==> config.mk <==
export PLATFORM = sky130hd
export DESIGN_NAME = local_irq_level_ctrl
export DESIGN_NICKNAME = d
export VERILOG_FILES = /design/src/shared/lvl_pkg.sv /design/src/shared/busy_ctl_if.sv /design/src/design/irq_level_router.sv /design/src/design/busy_hold.sv /design/src/design/local_irq_level_ctrl.sv
export VERILOG_INCLUDE_DIRS = /design/src /design/src/shared
export SDC_FILE = /design/constraint.sdc
export NUM_CORES = 1
export LEC_CHECK = 0
export BUFFER_PORTS_ARGS = -buffer_cell sky130_fd_sc_hd__buf_2
export CAP_MARGIN = 25
export CORE_UTILIZATION = 50
export CTS_CLUSTER_DIAMETER = 120
export CTS_CLUSTER_SIZE = 40
export DETAILED_ROUTE_END_ITERATION = 16
export PLACE_DENSITY = 0.84
export SLEW_MARGIN = 0
export SYNTH_ARGS = -nofsm -noshare
export SYNTH_HDL_FRONTEND = slang
export SYNTH_SLANG_ARGS = --single-unit
==> constraint.sdc <==
create_clock -name clk -period 2.9 [get_ports clk]
set_input_delay 0.29 -clock clk [delete_from_list [all_inputs] [get_ports clk]]
set_output_delay 0.29 -clock clk [all_outputs]
set_load 0.05 [all_outputs]
==> src/shared/lvl_cfg.svh <==
`ifndef LVL_CFG_SVH
`define LVL_CFG_SVH

`define OFS_SOFT_LVL 8'h80
`define OFS_VME_LVL 8'h84
`define OFS_VEC_IO 8'h88
`define OFS_MISC 8'h8C

`define LVL_USED 8'h77
`define POS_LVL_LO 0
`define POS_LVL_HI 4
`define POS_VBR0 28
`define POS_VBR1 24
`define POS_MASTER_IRQ_ENABLE 23
`define POS_SYSFAIL_LINE_STATE 22
`define POS_ACFAIL_LINE_STATE 21
`define POS_GPDIR 16
`define POS_GPDRV 12
`define POS_GPSNS 8
`define POS_GPI 0
`define POS_GRANT_OFF 0
`define POS_FILT_ON 1
`define POS_SHORT_BUSY 2
`define POS_NO_EARLY 3

`define RST_BYTE 8'h00
`define RST_WORD 32'h0000_0000
`define RST_NIB 4'h0
`define RST_PINS 22'h2001FF

`define CLK_NS 10
`define BUSY_SHORT_NS 90
`define BUSY_SHORT_MIN 3
`define BUSY_SHORT_CYC ((`BUSY_SHORT_NS + `CLK_NS - 1) / `CLK_NS)
`define BUSY_LONG_CYC 32

`endif

==> src/shared/lvl_pkg.sv <==
package lvl_pkg;
    typedef logic [2:0] level_t;
    typedef logic [5:0] busy_cnt_t;
    typedef enum logic [1:0] {
        BH_IDLE = 2'b00,
        BH_RETRY = 2'b01,
        BH_HOLD = 2'b10,
        BH_OWN = 2'b11
    } busy_state_t;
endpackage

==> src/shared/busy_ctl_if.sv <==
`timescale 1ns/1ps
interface busy_ctl_if;
    logic short_hold;
    logic no_early;
    logic grant;
    logic lb_vme_req;
    logic vme_slv_req;
    logic own_as;
    logic retry;
    logic bbsy_drive;
    logic holding;
    modport ctrl (output short_hold, no_early, grant, lb_vme_req, vme_slv_req, own_as,
                  input retry, bbsy_drive, holding);
    modport arb (input short_hold, no_early, grant, lb_vme_req, vme_slv_req, own_as,
                 output retry, bbsy_drive, holding);
endinterface

==> src/design/irq_level_router.sv <==
`timescale 1ns/1ps
`include "lvl_cfg.svh"
module irq_level_router
    import lvl_pkg::*;
(
    // Clock and reset.
    input wire logic clk,
    input wire logic rst_b,
    // Control.
    input wire logic filter_on,
    input wire logic master_en,
    // Sources and their levels.
    input wire logic [9:0] src,
    input wire level_t [9:0] lvls,
    // Requests per local level.
    output logic [7:1] irq_req_q
);
    logic [9:0] prev_q;
    logic [9:0] prev_d;
    logic [7:1] irq_req_d;
    logic [9:0] eff;

    // With the filter on a source must be seen on two samples in a row.
    always_comb begin
        prev_d = src;
        eff = filter_on ? (src & prev_q) : src;
        irq_req_d = 7'h00;
        for (int i = 0; i < 10; i++) begin
            if (master_en && eff[i] && lvls[i] != 3'h0) begin
                irq_req_d[lvls[i]] = 1'b1;
            end
        end
    end

    always_ff @(posedge clk) begin
        if (!rst_b) begin
            prev_q <= 10'h000;
            irq_req_q <= 7'h00;
        end else begin
            prev_q <= prev_d;
            irq_req_q <= irq_req_d;
        end
    end
endmodule

==> src/design/busy_hold.sv <==
`timescale 1ns/1ps
`include "lvl_cfg.svh"
module busy_hold
    import lvl_pkg::*;
(
    // Clock and reset.
    input wire logic clk,
    input wire logic rst_b,
    // Arbitration controls.
    busy_ctl_if.arb bc
);
    localparam busy_cnt_t SHORT_LOAD = busy_cnt_t'(`BUSY_SHORT_CYC - 1);
    localparam busy_cnt_t LONG_LOAD = busy_cnt_t'(`BUSY_LONG_CYC - 1);

    busy_state_t state_q;
    busy_state_t state_d;
    busy_cnt_t cnt_q;
    busy_cnt_t cnt_d;

    always_comb begin
        state_d = state_q;
        cnt_d = cnt_q;
        unique case (state_q)
            BH_IDLE: begin
                if (bc.lb_vme_req && bc.vme_slv_req) begin
                    state_d = BH_RETRY;
                end else if (bc.lb_vme_req && bc.grant) begin
                    state_d = BH_OWN;
                end
            end
            BH_RETRY: begin
                if (bc.grant) begin
                    state_d = BH_HOLD;
                    cnt_d = bc.short_hold ? SHORT_LOAD : LONG_LOAD;
                end else if (!bc.vme_slv_req) begin
                    state_d = BH_IDLE;
                end
            end
            BH_HOLD: begin
                if (bc.lb_vme_req && !bc.vme_slv_req) begin
                    state_d = BH_OWN;
                end else if (cnt_q == 6'h00) begin
                    state_d = BH_IDLE;
                end else begin
                    cnt_d = cnt_q - 6'h01;
                end
            end
            BH_OWN: begin
                if (!bc.lb_vme_req) begin
                    state_d = BH_IDLE;
                end
            end
        endcase
    end

    always_ff @(posedge clk) begin
        if (!rst_b) begin
            state_q <= BH_IDLE;
            cnt_q <= 6'h00;
        end else begin
            state_q <= state_d;
            cnt_q <= cnt_d;
        end
    end

    assign bc.retry = state_q == BH_RETRY;
    assign bc.holding = state_q == BH_HOLD;
    // Busy stays while held or owned; with early release off it also follows our strobe.
    assign bc.bbsy_drive = bc.holding || state_q == BH_OWN || (bc.no_early && bc.own_as);
endmodule

==> src/design/local_irq_level_ctrl.sv <==
// Function
// - Software 0 and 1 levels at 0x80
// - VME request 1-7 levels at 0x84, routed
// - Spare source level in top byte 0x84
// - Two 3-bit levels per byte, reset zero
// - Base vectors zero and one, bits 31-24
// - Master enable bit 23 masks everything
// - Bit 21 mirrors active fail-on-ac line
// - Bit 22 mirrors active system-fail line
// - Bits 16-19 general pin direction, reset zero
// - Bits 12-15 pin drive, 8-11 pin state
// - Low byte 0x88 reads eight input pins
// - Misc bit 0 turns grant filter off
// - Misc bit 1 turns interrupt filter on
// - Retried hold busy 32 or 9 clocks
// - Deadlock detected, local master told retry
// - Short hold about 90 ns, then release
// - Clear bit keeps busy 32 clocks
// - Bit 3 disables early busy release
// - Power, system, local resets per field
`timescale 1ns/1ps
`include "lvl_cfg.svh"
module local_irq_level_ctrl
    import lvl_pkg::*;
(
    // Clock and resets.
    input wire logic clk,
    input wire logic rst_b,
    input wire logic sys_reset_req,
    input wire logic local_reset_req,
    // Local register port.
    input wire logic lb_sel,
    input wire logic lb_wr,
    input wire logic [3:0] lb_be,
    input wire logic [7:0] lb_addr,
    input wire logic [31:0] lb_wdata,
    output logic [31:0] lb_rdata_q,
    output logic lb_ack_q,
    // Interrupt sources.
    input wire logic [1:0] soft_pend,
    input wire logic spare_pend,
    input wire logic [7:1] vme_irq_b,
    output logic [7:1] local_irq_req,
    // Fail lines.
    input wire logic acfail_b,
    input wire logic sysfail_b,
    // General purpose pins.
    input wire logic [3:0] gp_pin_in,
    output logic [3:0] gp_pin_out,
    output logic [3:0] gp_pin_oe,
    input wire logic [7:0] gp_input,
    // Bus arbitration.
    input wire logic bus_grant_b,
    input wire logic lb_vme_req,
    input wire logic vme_slv_req,
    input wire logic own_as,
    output logic lb_retry,
    output logic bbsy_drive,
    output logic busy_holding
);
    localparam int NSYNC = 22;

    function automatic logic hit(input logic [7:0] a, input logic [7:0] ofs);
        hit = a[7:2] == ofs[7:2];
    endfunction

    // Pin synchroniser: only the second stage is read.
    logic [NSYNC-1:0] sync1_q;
    logic [NSYNC-1:0] sync2_q;
    logic [NSYNC-1:0] pins_raw;

    assign pins_raw = {bus_grant_b, gp_input, gp_pin_in, sysfail_b, acfail_b, vme_irq_b};

    always_ff @(posedge clk) begin
        if (!rst_b) begin
            sync1_q <= `RST_PINS;
            sync2_q <= `RST_PINS;
        end else begin
            sync1_q <= pins_raw;
            sync2_q <= sync1_q;
        end
    end

    logic [7:1] vme_irq_act;
    logic acfail_act;
    logic sysfail_act;
    logic [3:0] gp_sense;
    logic [7:0] gpi_state;
    logic grant_act;

    assign vme_irq_act = ~sync2_q[6:0];
    assign acfail_act = ~sync2_q[7];
    assign sysfail_act = ~sync2_q[8];
    assign gp_sense = sync2_q[12:9];
    assign gpi_state = sync2_q[20:13];
    assign grant_act = ~sync2_q[21];

    // Register state.
    logic [7:0] soft_lvl_q;
    logic [7:0] soft_lvl_d;
    logic [31:0] vme_lvl_q;
    logic [31:0] vme_lvl_d;
    logic [7:0] vbr_q;
    logic [7:0] vbr_d;
    logic master_irq_enable_q;
    logic master_irq_enable_d;
    logic [3:0] gp_dir_q;
    logic [3:0] gp_dir_d;
    logic [3:0] gp_drv_q;
    logic [3:0] gp_drv_d;
    logic [7:0] misc_q;
    logic [7:0] misc_d;
    logic wr_en;

    assign wr_en = lb_sel && lb_wr;

    always_comb begin
        soft_lvl_d = soft_lvl_q;
        vme_lvl_d = vme_lvl_q;
        vbr_d = vbr_q;
        master_irq_enable_d = master_irq_enable_q;
        gp_dir_d = gp_dir_q;
        gp_drv_d = gp_drv_q;
        misc_d = misc_q;
        if (wr_en) begin
            if (hit(lb_addr, `OFS_SOFT_LVL) && lb_be[0]) begin
                soft_lvl_d = lb_wdata[7:0] & `LVL_USED;
            end
            if (hit(lb_addr, `OFS_VME_LVL)) begin
                for (int b = 0; b < 4; b++) begin
                    if (lb_be[b]) begin
                        vme_lvl_d[8*b +: 8] = lb_wdata[8*b +: 8] & `LVL_USED;
                    end
                end
            end
            if (hit(lb_addr, `OFS_VEC_IO)) begin
                if (lb_be[3]) begin
                    vbr_d = lb_wdata[31:24];
                end
                if (lb_be[2]) begin
                    master_irq_enable_d = lb_wdata[`POS_MASTER_IRQ_ENABLE];
                    gp_dir_d = lb_wdata[`POS_GPDIR +: 4];
                end
                if (lb_be[1]) begin
                    gp_drv_d = lb_wdata[`POS_GPDRV +: 4];
                end
            end
            if (hit(lb_addr, `OFS_MISC) && lb_be[0]) begin
                misc_d = lb_wdata[7:0];
            end
        end
        // Fields marked power, system and local are cleared by either later reset.
        if (sys_reset_req || local_reset_req) begin
            soft_lvl_d = `RST_BYTE;
            vme_lvl_d = `RST_WORD;
            vbr_d = `RST_BYTE;
            master_irq_enable_d = 1'b0;
            gp_drv_d[0] = 1'b0;
            misc_d[7:5] = 3'h0;
        end
        // Fields marked power and system only survive a local reset.
        if (sys_reset_req) begin
            gp_dir_d = `RST_NIB;
            gp_drv_d[3:1] = 3'h0;
            misc_d[4:0] = 5'h00;
        end
    end

    always_ff @(posedge clk) begin
        if (!rst_b) begin
            soft_lvl_q <= `RST_BYTE;
            vme_lvl_q <= `RST_WORD;
            vbr_q <= `RST_BYTE;
            master_irq_enable_q <= 1'b0;
            gp_dir_q <= `RST_NIB;
            gp_drv_q <= `RST_NIB;
            misc_q <= `RST_BYTE;
        end else begin
            soft_lvl_q <= soft_lvl_d;
            vme_lvl_q <= vme_lvl_d;
            vbr_q <= vbr_d;
            master_irq_enable_q <= master_irq_enable_d;
            gp_dir_q <= gp_dir_d;
            gp_drv_q <= gp_drv_d;
            misc_q <= misc_d;
        end
    end

    // The pins are unconnected on this board; the fields still drive them.
    assign gp_pin_oe = gp_dir_q;
    assign gp_pin_out = gp_drv_q;

    // Read path.
    logic [31:0] rdata_d;
    logic [31:0] vec_io_word;

    assign vec_io_word = {vbr_q, master_irq_enable_q, sysfail_act, acfail_act, 1'b0,
                          gp_dir_q, gp_drv_q, gp_sense, gpi_state};

    always_comb begin
        rdata_d = 32'h0000_0000;
        if (lb_sel && !lb_wr) begin
            if (hit(lb_addr, `OFS_SOFT_LVL)) begin
                rdata_d = {24'h000000, soft_lvl_q};
            end else if (hit(lb_addr, `OFS_VME_LVL)) begin
                rdata_d = vme_lvl_q;
            end else if (hit(lb_addr, `OFS_VEC_IO)) begin
                rdata_d = vec_io_word;
            end else if (hit(lb_addr, `OFS_MISC)) begin
                rdata_d = {24'h000000, misc_q};
            end
        end
    end

    always_ff @(posedge clk) begin
        if (!rst_b) begin
            lb_rdata_q <= `RST_WORD;
            lb_ack_q <= 1'b0;
        end else begin
            lb_rdata_q <= rdata_d;
            lb_ack_q <= lb_sel;
        end
    end

    // Level fields per source: soft 0-1, VME request 1-7, spare.
    level_t [9:0] lvls;

    assign lvls[0] = soft_lvl_q[`POS_LVL_LO +: 3];
    assign lvls[1] = soft_lvl_q[`POS_LVL_HI +: 3];
    genvar g;
    generate
        for (g = 0; g < 4; g++) begin : g_vme_lvl
            assign lvls[2*g+2] = vme_lvl_q[8*g + `POS_LVL_LO +: 3];
            if (g < 3) begin : g_hi
                assign lvls[2*g+3] = vme_lvl_q[8*g + `POS_LVL_HI +: 3];
            end
        end
    endgenerate
    assign lvls[9] = vme_lvl_q[24 + `POS_LVL_HI +: 3];

    irq_level_router u_router (
        .clk(clk),
        .rst_b(rst_b),
        .filter_on(misc_q[`POS_FILT_ON]),
        .master_en(master_irq_enable_q),
        .src({spare_pend, vme_irq_act, soft_pend}),
        .lvls(lvls),
        .irq_req_q(local_irq_req)
    );

    // Grant filter: two agreeing samples unless turned off.
    logic grant_prev_q;
    logic grant_prev_d;
    logic grant_eff;

    always_comb begin
        grant_prev_d = grant_act;
        grant_eff = misc_q[`POS_GRANT_OFF] ? grant_act : (grant_act && grant_prev_q);
    end

    always_ff @(posedge clk) begin
        if (!rst_b) begin
            grant_prev_q <= 1'b0;
        end else begin
            grant_prev_q <= grant_prev_d;
        end
    end

    busy_ctl_if bc ();

    assign bc.short_hold = misc_q[`POS_SHORT_BUSY];
    assign bc.no_early = misc_q[`POS_NO_EARLY];
    assign bc.grant = grant_eff;
    assign bc.lb_vme_req = lb_vme_req;
    assign bc.vme_slv_req = vme_slv_req;
    assign bc.own_as = own_as;

    busy_hold u_busy (
        .clk(clk),
        .rst_b(rst_b),
        .bc(bc.arb)
    );

    assign lb_retry = bc.retry;
    assign bbsy_drive = bc.bbsy_drive;
    assign busy_holding = bc.holding;
endmodule

* Word level (Yosys, flattened, before mapping)
Cells that the tools add are included.
** Storage, ports and cells
- Bits of input ports :: 78
- Logic and storage cells :: 197
- Output and inout port bits :: 51
- Register bits :: 158
** Cells by class
- Reductions and logical operators :: 73
- Bitwise logic cells :: 17
- Eq/ne operators :: 14
- Add/sub/neg operators :: 1
- $lt $le $gt $ge :: 20
- Muxes and demuxes :: 49
** Operators by type and width (count)
- two-way mux 7 bit :: 11
- two-way mux 32 bit :: 2
- OR 7 bit :: 9
- < comparator 3 x 4 -> 1 bit (second input constant) :: 10
- logical AND 1 bit :: 39
- demux 1 bit (select 3 bit) :: 10
- >= comparator 3 x 1 -> 1 bit (second input constant) :: 10
- nonzero test 3 bit :: 10
- == test 6 bit (second input constant) :: 4
- AND reduction 3 bit :: 7
- two-way mux 6 bit :: 3
- two-way mux 2 bit :: 7
- case mux 6 bit (2 select lines) :: 1
- two-way mux 1 bit :: 11
- AND 10 bit :: 1
- two-way mux 10 bit :: 1
- two-way mux 8 bit :: 1
- case mux 2 bit (4 select lines) :: 1
- AND reduction 4 bit :: 2
- inverter 7 bit :: 1
- logical NOT 6 bit :: 1
- != test 2 bit (second input constant) :: 3
- inverter 1 bit :: 6
- AND reduction 2 bit :: 3
- 14 further kinds :: 20

* Depth between registers and ports, before layout
Gate-level depths: netlist of run 1.
- Depth after elaboration :: 24
- Mapped depth :: 8
- Gate-level depth less buffers :: 7

* Hierarchy
A second synthesis of run 1 with hierarchy kept.
** Second synthesis, totals
- Cells, all modules :: 715
- Area total of the unflattened synthesis :: 6638.9 sq um
** Modules (own cells, without submodules)
- local_irq_level_ctrl :: cells an instance 482, area an instance 4789.6 sq um, sequential area each 2662.6 sq um, instances 1
- irq_level_router :: cells an instance 163, area an instance 1320.0 sq um, sequential area each 340.3 sq um, instances 1
- busy_hold :: cells an instance 70, area an instance 529.3 sq um, sequential area each 160.2 sq um, instances 1

* Least setup slack after synthesis of run 1
Ideal clock, no wire load.
- Path kind :: reg-to-reg
- From :: reg u_busy.state_q[0]
- To :: reg u_busy.cnt_q[5]
- Path buffers :: 0
- Setup time :: 0.070 ns
- Data required time :: 2.830 ns
- Setup slack :: 0.916 ns
- Cell stages (with the launch flop) :: 6
- Arrival time :: 1.914 ns
- Clock period less this slack :: 1.984 ns
- Cells stage by stage :: dfxtp_1 > inv_1 > nor2_1 > a32oi_4 > or3_1 > a21oi_1
** On the way
- Cells in the longest elaborated chain, start to end :: 3
- Elaborated cells between the ends (all ways) :: 8
- Classes of those cells :: eq/ne: 5; mux: 1; reduce/logical: 2
** RTL lines
- start: declaration :: line busy_hold.sv:15 : busy_state_t state_q;
- start signal: assignment :: line busy_hold.sv:61 : state_q <= state_d;
- == test 2 x 1 -> 1 bit *
- named net lb_retry :: line local_irq_level_ctrl.sv:57 : output logic lb_retry,
- != test 2 x 1 -> 1 bit (no line) / nonzero test 2 bit (equally long branches)
- AND reduction 4 bit (no line)
- end signal: assignment :: line busy_hold.sv:62 : cnt_q <= cnt_d;
- end: declaration :: line busy_hold.sv:17 : busy_cnt_t cnt_q;
The timed path passes the listed nets; every way through them passes the cells marked *.
A chain may end at the register's enable or synchronous reset.

* Worst setup path after layout of run 1
- From :: reg u_busy.state_q[1]
- To :: out busy_holding
** On the way
- Cells in the longest elaborated chain, start to end :: 1
** RTL lines
- == test 2 bit :: line busy_hold.sv:67 : assign bc.holding = state_q == BH_HOLD;
- end: declaration :: line local_irq_level_ctrl.sv:59 : output logic busy_holding
Every way passes these cells.

==> results of run 1 <==
## cell families after synthesis
| family | synth area share (%) |
|---|---|
| AOI/OAI and AO/OA | 13.36 |
| buffers and inverters | 3.136 |
| adders and majority gates | 0.2023 |
| DFF | 51.15 |
| xor gates and xnor gates | 0.1417 |
| and+or+nand+nor | 27.38 |
| muxes | 4.634 |
## critical path, cell delays in order, from the launching register on
cell	delay, ns
sky130_fd_sc_hd__dfxtp_1	0.46
sky130_fd_sc_hd__nor2b_1	0.71
sky130_fd_sc_hd__buf_2	0.40
## synth_stat cells, types with 2 or more instances
library cell | instances | share of area (%)
sky130_fd_sc_hd__nand4bb_1 | 2 | 0.36
sky130_fd_sc_hd__a21oi_1 | 35 | 2.8
sky130_fd_sc_hd__nand4_4 | 2 | 0.69
sky130_fd_sc_hd__nor3_4 | 4 | 1.1
sky130_fd_sc_hd__nand4b_1 | 7 | 0.99
sky130_fd_sc_hd__nand2_1 | 65 | 3.9
sky130_fd_sc_hd__a31oi_1 | 6 | 0.61
sky130_fd_sc_hd__o21ai_0 | 25 | 2.0
sky130_fd_sc_hd__or3_1 | 3 | 0.30
sky130_fd_sc_hd__nor4b_1 | 3 | 0.43
sky130_fd_sc_hd__dfxtp_1 | 158 | 51
sky130_fd_sc_hd__and2_1 | 35 | 3.5
sky130_fd_sc_hd__clkbuf_1 | 20 | 1.2
sky130_fd_sc_hd__o32ai_1 | 8 | 1.1
sky130_fd_sc_hd__a22oi_1 | 8 | 0.97
sky130_fd_sc_hd__o22ai_1 | 13 | 1.3
sky130_fd_sc_hd__nor3b_1 | 7 | 0.85
sky130_fd_sc_hd__nor4_1 | 6 | 0.61
sky130_fd_sc_hd__nor2_1 | 45 | 2.7
sky130_fd_sc_hd__o211ai_1 | 2 | 0.24
sky130_fd_sc_hd__nor2b_1 | 2 | 0.20
sky130_fd_sc_hd__o2111ai_1 | 4 | 0.57
sky130_fd_sc_hd__inv_1 | 12 | 0.73
sky130_fd_sc_hd__nand3_1 | 36 | 2.9
sky130_fd_sc_hd__nor3_1 | 24 | 1.9
sky130_fd_sc_hd__or3_4 | 2 | 0.36
sky130_fd_sc_hd__buf_2 | 8 | 0.65
sky130_fd_sc_hd__mux2i_1 | 23 | 3.7
sky130_fd_sc_hd__nand3b_1 | 5 | 0.61
sky130_fd_sc_hd__nand2b_1 | 44 | 4.5
sky130_fd_sc_hd__nand4_1 | 2 | 0.20
sky130_fd_sc_hd__a22o_1 | 15 | 2.1
sky130_fd_sc_hd__buf_4 | 2 | 0.24
sky130_fd_sc_hd__or2_2 | 2 | 0.20
sky130_fd_sc_hd__mux2_2 | 5 | 0.91
## final timing paths
path                endpoint  slack [ns]  cells after the start
max             busy_holding        0.63                      2
min               sync1_q[8]        0.04                      2
max reg2reg  u_busy.cnt_q[5]        0.80                      4
min reg2reg       sync2_q[0]        0.40                      1
## placed cells by master (no fill, tap or decap), drive strengths merged, types with 25 or more instances in the layout
| cell | count |
|---|---|
| and2 | 35 |
| dfxtp | 158 |
| nand3 | 36 |
| buf | 134 |
| nor3 | 28 |
| o21ai | 25 |
| nand2 | 65 |
| nand2b | 45 |
| nor2 | 45 |
| a21oi | 35 |
## cell type report
class / instances / share of cell area [%]
sequential: 158 / 41.74
timing repair buffer: 134 / 9.148
multi-input combinational: 454 / 37.30
clock buffer: 19 / 5.978
tap: 147 / 2.427
clock inverter: 13 / 2.758
inverter: 13 / 0.6440
## per-stage QoR
stage	cell area (um^2)	setup slack (ns)	utilization (%)	hold slack, ns
2_1_floorplan	6183	0.9163	-	0.3863
3_3_place_gp	6915	0.7546	57.57	0.3898
3_5_place_dp	6915	0.7132	57.57	0.3909
4_1_cts	7577	0.6416	63.08	0.03266
5_1_grt	7577	0.5156	63.08	0.04257
6_report	7577	0.6308	63.08	0.04475
## state kept, by name, summed over array words and instances, names as in the netlist
| name | count |
|---|---|
| master_irq_enable_q | 1 |
| sync1_q | 22 |
| sync2_q | 22 |
| u_busy.state_q | 2 |
| u_router.prev_q | 10 |
| soft_lvl_q | 6 |
| grant_prev_q | 1 |
| lb_rdata_q | 32 |
| vbr_q | 8 |
| misc_q | 8 |
| lb_ack_q | 1 |
| gp_pin_out | 4 |
| u_busy.cnt_q | 6 |
| vme_lvl_q | 24 |
| u_router.irq_req_q | 7 |
| gp_pin_oe | 4 |
## report_power, final
part           leakage [nW]  internal [mW]  total [mW]  switching (mW)
clock                 0.316           1.58        2.45           0.870
sequential             1.28           2.21        2.22          0.0120
combinational          1.42         0.0726       0.172          0.0991
## layer usage
layer  vias to the layer above  track usage, %  part of all wire, %
li1                       2572               -                    -
met1                      2442           32.43                   45
met2                       190           39.43                   46
met3                        28           5.678                  5.8
met4                         0           10.70                  2.4
met5                         -               0                    0
==> impl_summary.md, run 1 <==
Detailed routing
After detailed routing, the average wire length per cell comes to 16.25 um. The number of DRC violations after detailed routing is 0. The ratio of routed vias to standard cells is about 5.6.

The iteration-0 DRC count of the detailed router is roughly 420. The detailed router placed 5232 vias in this run. The length of the first detailed-routing pass in iterations is 5. Once detail routing completed, the nets flagged for antenna violations numbered 0. The routed design has about 15000 um of wire.

Logic synthesis
The number of nets handed over by synthesis was 736. The number of enable flip-flop cells after synthesis is 0. The mapped netlist covers slightly above 6000 um^2. Of all flip-flops after synthesis, the portion carrying an async set or reset was 0%. The number of library cell types mapped by synthesis is 52. The number of cells produced by synthesis is 657. Of the synthesized area, sequential elements account for 51.15%. For this run, the leading register cell type out of synthesis is sky130_fd_sc_hd__dfxtp_1. Yosys printed 0 warnings. The average instance area after synthesis is 9.412 um^2. Synthesis inferred ~160 register bits.

Timing
The worst path in the final design needs a cycle of 2.269 ns, including I/O delays and setup. For the pin with the worst max-slew slack, the measured transition is just over 0.8 ns. The final-report max-slew violation count is 0. After routing, the total negative slack on setup checks comes to 0 ns. Setup repair after global routing left no endpoint under its margin.

The final count of hold timing violations is 0. The portion of the clock cycle consumed by the worst path in the final layout is 78.25%. Setup violations remaining at the end of the flow were counted as 0. The worst setup skew after layout is 0.01009 ns. The worst slew slack as a fraction of its limit is 44.77%. The highest achievable clock rate is 440.7 MHz.

CTS
No sink is reached through more buffers than the 2 on the longest clock path. Clock-pin slew was measured on the worst setup and hold paths at around 0.060 ns. The number of hold buffers added after CTS was 0. The number of gates given a new drive strength after cts is 0. The root buffer cell chosen for the clock tree is sky130_fd_sc_hd__clkbuf_16. The number of CTS-inserted buffers is 17.

The clock net in this run drives a total of about 160 sinks. The clock network latency to the later pin of the worst-skew pair is 0.42 ns. TritonCTS built the clock tree. The number of buffers added for setup after CTS is 0. The deepest level of the CTS H-tree is 4.

Global route
The number of global-route vias before repair is 4825. The wire length of the first global-routing pass is 24420 um. The total overflow reported by the global router is 0. The number of antenna violations at the first check in global routing was 0. Entering global routing, the biggest net connects 34 pins. Global routing used 24.81% of the available tracks.

Final layout
The antenna diode count is 0. The area taken by flip-flops and latches is roughly 3200 um^2. The total area of multi-input combinational cells is 2826 um^2.

The net count reported at finish is 857. The area growth from synthesis to layout is 22.54%. The fraction of layout cells with a size suffix above 1 is 23.77%. The count of non-filler cells in the finished layout is roughly 940. The number of fill cells in the layout is 991.

Setup path
The worst setup path is launched from a flop. The data arrival time at the worst-slack endpoint is 1.98 ns. The worst setup path is captured at an output port. In this run the worst path has a maximum fanout of 11.

The worst endpoint required time is 2.61 ns. The start point of the critical path is u_busy.state_q[1]. The classification of the worst setup path is flop to output port. The startpoint identified for the worst register-to-register timing path is u_busy.state_q[1].

Floorplan
In this run the core area contains 40 standard-cell rows. The initial utilization of the core area, before any placement, comes to about half. Measured along the x axis, the die boundary spans approximately 110 um. The count of pins on the block boundary is roughly 130. The placeable core region is about 12000 um^2. The area enclosed by the die boundary is 12820 um^2. The overall die height is 113.2 um.

Power and ir drop
The reported leakage power is 3.017 nW. Total power for the finished layout comes to 4.836 mW. The cell area power density is about 640 nW/um^2. IR analysis of the VDD net gives a maximum drop of 0.4781 mV.

Min path
The launch instance of the worst min-delay path is sysfail_b. The type of the tightest min-delay check is input pin to flop.

Placed design
The number of cells in the design after placement is between 900 and 1000. Summed over all nets, the half-perimeter wirelength after detailed placement is 10980 um. The number of port buffers is 125.

At the end of routability-driven placement, the weighted congestion stood at 0.9806.

Job
Across the run, the number of max-cap violations was 0.

Status
The flow ran to the end, and the final reports show no timing, DRC or antenna violations.
No activity file was read; power rests on OpenSTA's default activity.
==> run 2, diff against run 1 <==
Clock period 2.9 ns to 2.15 ns, I/O delays scaled along.
==> impl_summary.md, run 2 (synthesized netlist as in run 1, its figures left out) <==
Final layout
The register with the most flip-flops in the layout has 32 of them. Excluding fillers, the count of instances in the completed layout stands at 964. Registers take 3164 um^2. The share of the core filled with cells is 64.98%. The repair_antennas step left the layout with diodes totalling 0.

The library cell used most frequently in the layout, excluding fill and tap cells, is sky130_fd_sc_hd__dfxtp_1. Once layout is done, the placed cells without fillers occupy 7805 um^2. The number of fill cells in the layout is roughly 960. The fraction of layout cells with a size suffix above 1 is 23.50%. The area overhead of the layout relative to synthesis is 26.22%.

The top cell types in the final layout, fill and taps aside, are sky130_fd_sc_hd__dfxtp_1, sky130_fd_sc_hd__buf_2, sky130_fd_sc_hd__nand2_1, sky130_fd_sc_hd__nor2_1, sky130_fd_sc_hd__nand2b_1. The total area of multi-input combinational cells is 2826 um^2. After the last flow step, the layout net total stands at 883.

More flip-flops sit in one register than any other, and that register is lb_rdata_q. The largest registers in the layout are lb_rdata_q x32, vme_lvl_q x24.

Detailed routing
The overall routed net length is 16040 um. The count of nets left with antenna violations after detail routing is 0. In this run, the number of DRC markers left after iteration 0 of detailed routing was 490.

The length of the first detailed-routing pass in iterations is 5. The number of DRC violations after detailed routing is 0. For this block, the via count after detailed routing is 5378. The ratio of routed vias to standard cells is between 5 and 6. After detailed routing, the average wire length per cell comes to 16.64 um.

Placed design
During placement, the flow inserted port buffers numbering 125. The final weighted congestion in routability-driven placement is 0.9588. Detailed placement finished with a half-perimeter wire length of 11080 um. In this run the cell area measured after placement is 6970 um^2. After detailed placement, the design holds a cell count of around 900.

Min path
In this run the worst hold path is classified as input pin to flop. The number of cells on the worst hold path is 2. The end point of the worst hold path is u_router.prev_q[1]. The launch instance of the worst min-delay path is soft_pend[1].

Floorplan
The starting density of the core is 51.48%. The horizontal die dimension is 113.2 um. The floorplan row count is 40.

129 I/O pins were placed. The area enclosed by the die boundary is 12820 um^2. The overall die height is around 110 um. In this run the standard cell core region covers 12010 um^2.

Timing
Adding up every negative setup slack in the final design gives 0 ns. Headroom to the max-slew limit came out at 63.43%. The slew at the pin closest to its max-slew limit is 0.5452 ns. The final count of hold timing violations is 0.

Based on the critical path, the design can be clocked at up to 512.4 MHz. Setup violations remaining at the end of the flow were counted as 0. The final-report max-slew violation count came to 0. Setup repair after global routing left no endpoint under its margin.

Subtracting the final worst setup slack from the clock period gives ~2.0 ns. The portion of the clock cycle consumed by the worst path in the final layout is 90.77%. The clock arrives with roughly 0.005 ns of skew. The smallest hold slack is 0.02703 ns.

Job
Across the run, the number of max-cap violations was 0.

Setup path
The endpoint kind of the worst setup timing path is a flop. The worst reg2reg path depth is 5. The start point of the critical path is u_busy.cnt_q[2].

The worst register-to-register path has a setup slack of approximately 0.20 ns. The endpoint identified for the worst register-to-register timing path is u_busy.cnt_q[0]. Along the worst path, the maximum fanout reaches 9. The startpoint identified for the worst register-to-register timing path is u_busy.cnt_q[2]. The worst setup path is launched from a flop. The worst endpoint required time is 2.46 ns. The data arrival time at the worst-slack endpoint is roughly 2.3 ns. The worst setup path is of the flop to flop kind.

Global route
The number of global-route vias before repair is 5235. Global routing consumed, over all layers together, 26.37% of the routing resources. The number of antenna violations at the first check in global routing was 0. The maximum number of pins on one net before global-route repair is ~50. The wire length of the first global-routing pass is 26100 um. For this run the aggregate overflow at the end of global routing stands at 0.

Power and ir drop
The cell area power density is 813.8 nW/um^2. For this design the static power due to leakage is 3.109 nW. VDD sags by at most 0.7134 mV.

CTS
The clock net sink count is 158. TritonCTS built the clock tree. For the worst-skew pair, the clock arrives at the later sink with an insertion delay of around 0.43 ns. The tree is rooted in a sky130_fd_sc_hd__clkbuf_16.

The number of buffers added for setup after CTS is 0. Clock-pin slew was measured on the worst setup and hold paths at around 0.060 ns. Counting the buffers created by CTS gives 17. The longest clock path from root to sink contains 2 buffers.

The H-tree was split into 4 levels.

Status
The flow ran to the end, and the final reports show no timing, DRC or antenna violations.
==> run 2: report_power, final <==
part / leakage, nW / internal (mW) / switching [mW]
clock: 0.289 / 1.89 / 1.20
combinational: 1.53 / 0.125 / 0.143
sequential: 1.28 / 2.98 / 0.0181
total: 3.11 / 4.99 / 1.36
==> run 2: layout make-up <==
cell class,instances,area share (%)
multi-input combinational,454,36.21
clock buffer,20,5.851
sequential,158,40.54
timing repair buffer,160,12.41
tap,147,2.357
clock inverter,12,2.004
inverter,13,0.6252
==> run 2: metal layers <==
layer | global-route usage [%] | part of all wire, % | up-vias
li1 | - | - | 2622
met1 | 32.15 | 43 | 2487
met2 | 43.44 | 48 | 230
met3 | 7.499 | 6.5 | 39
met4 | 11.67 | 2.6 | 0
met5 | 0 | 0 | -
==> run 2: critical path: stages, from the launching register on <==
cell                      delay, ns
sky130_fd_sc_hd__dfxtp_1       0.34
sky130_fd_sc_hd__or3_4         0.41
sky130_fd_sc_hd__or3_4         0.37
sky130_fd_sc_hd__a32oi_4       0.37
sky130_fd_sc_hd__a21oi_1       0.07
sky130_fd_sc_hd__o221a_2       0.27
==> run 2: repair_timing <==
action                                  CTS  global route
hold buffers                             22             0
endpoints found under the setup margin    0             1
resized for setup                         0             1
endpoints found under the hold margin    22             0
==> run 2: worst max-delay path by stage <==
stage	end	slack, ns
after global placement	vme_lvl_q[30]	0.13
after global routing	u_busy.cnt_q[1]	0.11
after floorplan	u_busy.cnt_q[5]	0.17
after detailed placement	vme_lvl_q[29]	0.09
after CTS	u_busy.cnt_q[0]	0.20
final	u_busy.cnt_q[0]	0.20
==> run 2: through the flow <==
stage          setup WS [ns]  total power, mW
6_report              0.1985            6.352
5_1_grt               0.1073            6.552
4_1_cts               0.1968            6.373
3_5_place_dp         0.09159            3.287
3_3_place_gp          0.1270            3.281
2_1_floorplan         0.1663            3.177
==> run 3, diff against run 2 <==
Settings changed: GPL_ROUTABILITY_DRIVEN from default to 0.
Clock period 2.15 ns to 1.98 ns, I/O delays scaled along.
==> impl_summary.md, run 3 (synthesized netlist as in run 1, its figures left out) <==
Detailed routing
In the routed design, unresolved DRC markers number 0. For this block, the initial DRC count from the detailed router was around 470. The overall routed net length is 15530 um. The ratio of routed vias to standard cells is 5.533.

The pre-antenna-repair detailed-routing pass consisted of 5 iterations. The detailed router placed 5417 vias in this run. The count of nets left with antenna violations after detail routing is 0.

The per-cell routed wire length is ~16 um.

Global route
The total overflow reported by the global router is 0. The wire length of the first global-routing pass is 24960 um. The number of global-route vias before repair was 5095. The number of antenna violations at the first check in global routing is 1. The total global-route track usage is between 20 and 30%. The maximum number of pins on one net before global-route repair is 36.

Placed design
The placed instance area is 7041 um^2. The post-detailed-placement half-perimeter wirelength is 10870 um. The number of port buffers is 125.

The number of cells in the design after placement is just over 900.

CTS
The CTS root buffer is sky130_fd_sc_hd__clkbuf_16. The largest buffer count on any clock path is 2. The clock net sink count is 158.

The clock tree from TritonCTS is done. The later pin in the worst-skew pair is clocked with a latency of approximately 0.42 ns. The H-tree was split into 4 levels.

Clock-pin slew was measured on the worst setup and hold paths at 0.06 ns. Buffers inserted during clock tree synthesis total 17.

Floorplan
For this configuration, the core starts out at a cell density of 51.48%. The die is about 110 um wide. The count of pins on the block boundary is 129. The floorplan has 40 rows. The total area inside the core boundary comes to 12010 um^2. The area enclosed by the die boundary is 12820 um^2. From bottom edge to top edge, the die measures 113.2 um.

Final layout
The register with the most flip-flops in the layout has 32 of them. Leaving out fill and tap cells, the most frequent cells in the layout are sky130_fd_sc_hd__dfxtp_1, sky130_fd_sc_hd__buf_2, sky130_fd_sc_hd__nand2_1, sky130_fd_sc_hd__nand2b_1, sky130_fd_sc_hd__nor2_1. Of the cells placed in the final design, the portion with a size suffix greater than 1 is 24.91%. From synthesis to final layout, the design area changed by 27.13%.

Summing all non-filler instances in the final layout gives an area of 7861 um^2. The library cell used most frequently in the layout, excluding fill and tap cells, is sky130_fd_sc_hd__dfxtp_1. The largest registers in the layout are lb_rdata_q x32, vme_lvl_q x24. lb_rdata_q holds more flip-flops than any other register. In the final design database the tool counted 897 nets. Excluding fillers, the count of instances in the completed layout stands at 979.

Timing
Setup repair after global routing left no endpoint under its margin. The portion of the clock cycle consumed by the worst path in the final layout is 96.96%. For this run, the top clock speed supported by timing is 520.9 MHz.

The time the final worst path needs with I/O delays and setup is 1.920 ns. The final count of hold timing violations came to 0. The worst slew slack as a fraction of its limit is 64.92%. For the final database, setup skew stands at 0.007866 ns. The slew at the pin closest to its max-slew limit is 0.5263 ns.

Setup violations remaining at the end of the flow were counted as 0. The final-report max-slew violation count is 0.

Setup path
The maximum fanout count along the critical path is 8. The data arrival time at the worst-slack endpoint is 2.23 ns. The worst setup path is captured at a flop. The worst setup path is launched from a flop. The classification of the worst setup path is flop to flop. Data on the critical path is required at its endpoint by 2.29 ns.

Power and ir drop
The worst ir drop on vdd is 0.8198 mV. The cell area power density is 828.9 nW/um^2. The reported leakage power is around 3.2 nW.

Status
The run finished with clean final reports.

Min path
The worst hold path belongs to the class input pin to flop.

Job
Across the run, the number of max-cap violations was 0.
==> run 3: cell count changes in the layout (fill, tap and decap cells not counted), moves of 2 or more <==
cell                            before  now
sky130_fd_sc_hd__buf_4              11   23
sky130_fd_sc_hd__bufinv_16           3    0
sky130_fd_sc_hd__clkinv_2            2    4
sky130_fd_sc_hd__clkinv_4            0    3
sky130_fd_sc_hd__dlygate4sd3_1      22   24
==> run 3: metrics by stage <==
| stage | setup TNS (ns) | worst slack (ns) | util [%] | hold slack, ns | power (mW) |
|---|---|---|---|---|---|
| after floorplan | 0 | 0.07551 | - | 0.2995 | 3.451 |
| after global placement | -0.01134 | -0.007540 | 58.61 | 0.3786 | 3.564 |
| after detailed placement | -0.3533 | -0.05505 | 58.61 | 0.3805 | 3.572 |
| after CTS | 0 | 0.04380 | 65.22 | 0.0003785 | 6.550 |
| after global routing | 0 | 0.002447 | 65.45 | 0.03038 | 6.725 |
| final | 0 | 0.06025 | 65.45 | 0.01772 | 6.516 |
==> run 3: metal layers <==
metal	vias to the layer above	global-route usage [%]	part of all wire, %
li1	2662	-	-
met1	2492	30.91	43
met2	228	40.90	48
met3	35	6.481	6.5
met4	0	12.19	2.3
met5	-	0	0
==> run 3: where the power goes <==
group	switching (mW)	internal (mW)
Clock	1.27	1.70
Sequential	0.0180	3.23
Combinational	0.155	0.141
==> run 3: cell type report <==
cell class              count  area [um^2]
fillers                   957         4150
clock inverters            12        86.33
well taps                 147        183.9
diodes                      1        2.502
flip-flops and latches    158         3166
clock buffers              20        466.7
repair buffers            174         1079
multi-input cells         454         2829
inverters                  13        48.80
==> run 3: path summary, 6_finish.rpt <==
check        depth (start not counted)  slack, ns            endpoint             from
min                                  2       0.02  u_router.prev_q[9]       spare_pend
max reg2reg                          5       0.06     u_busy.cnt_q[0]  u_busy.cnt_q[2]
min reg2reg                          1       0.40          sync2_q[7]       sync1_q[7]
max                                  5       0.06     u_busy.cnt_q[0]  u_busy.cnt_q[2]
==> run 3: worst max-delay path, stage by stage (launching register included) <==
cell and delay (ns):
sky130_fd_sc_hd__dfxtp_2 0.34, sky130_fd_sc_hd__or3_4 0.41, sky130_fd_sc_hd__or3_4 0.37, sky130_fd_sc_hd__a32oi_4 0.36, sky130_fd_sc_hd__a21oi_1 0.07, sky130_fd_sc_hd__o221a_2 0.27
==> run 3: what timing repair did <==
item / 4_1_cts / 5_1_grt
resized for setup: 0 / 2
buffers inserted: 0 / 3
hold buffers: 24 / 0
endpoints found under the hold margin: 24 / 0
endpoints found under the setup margin: 0 / 6
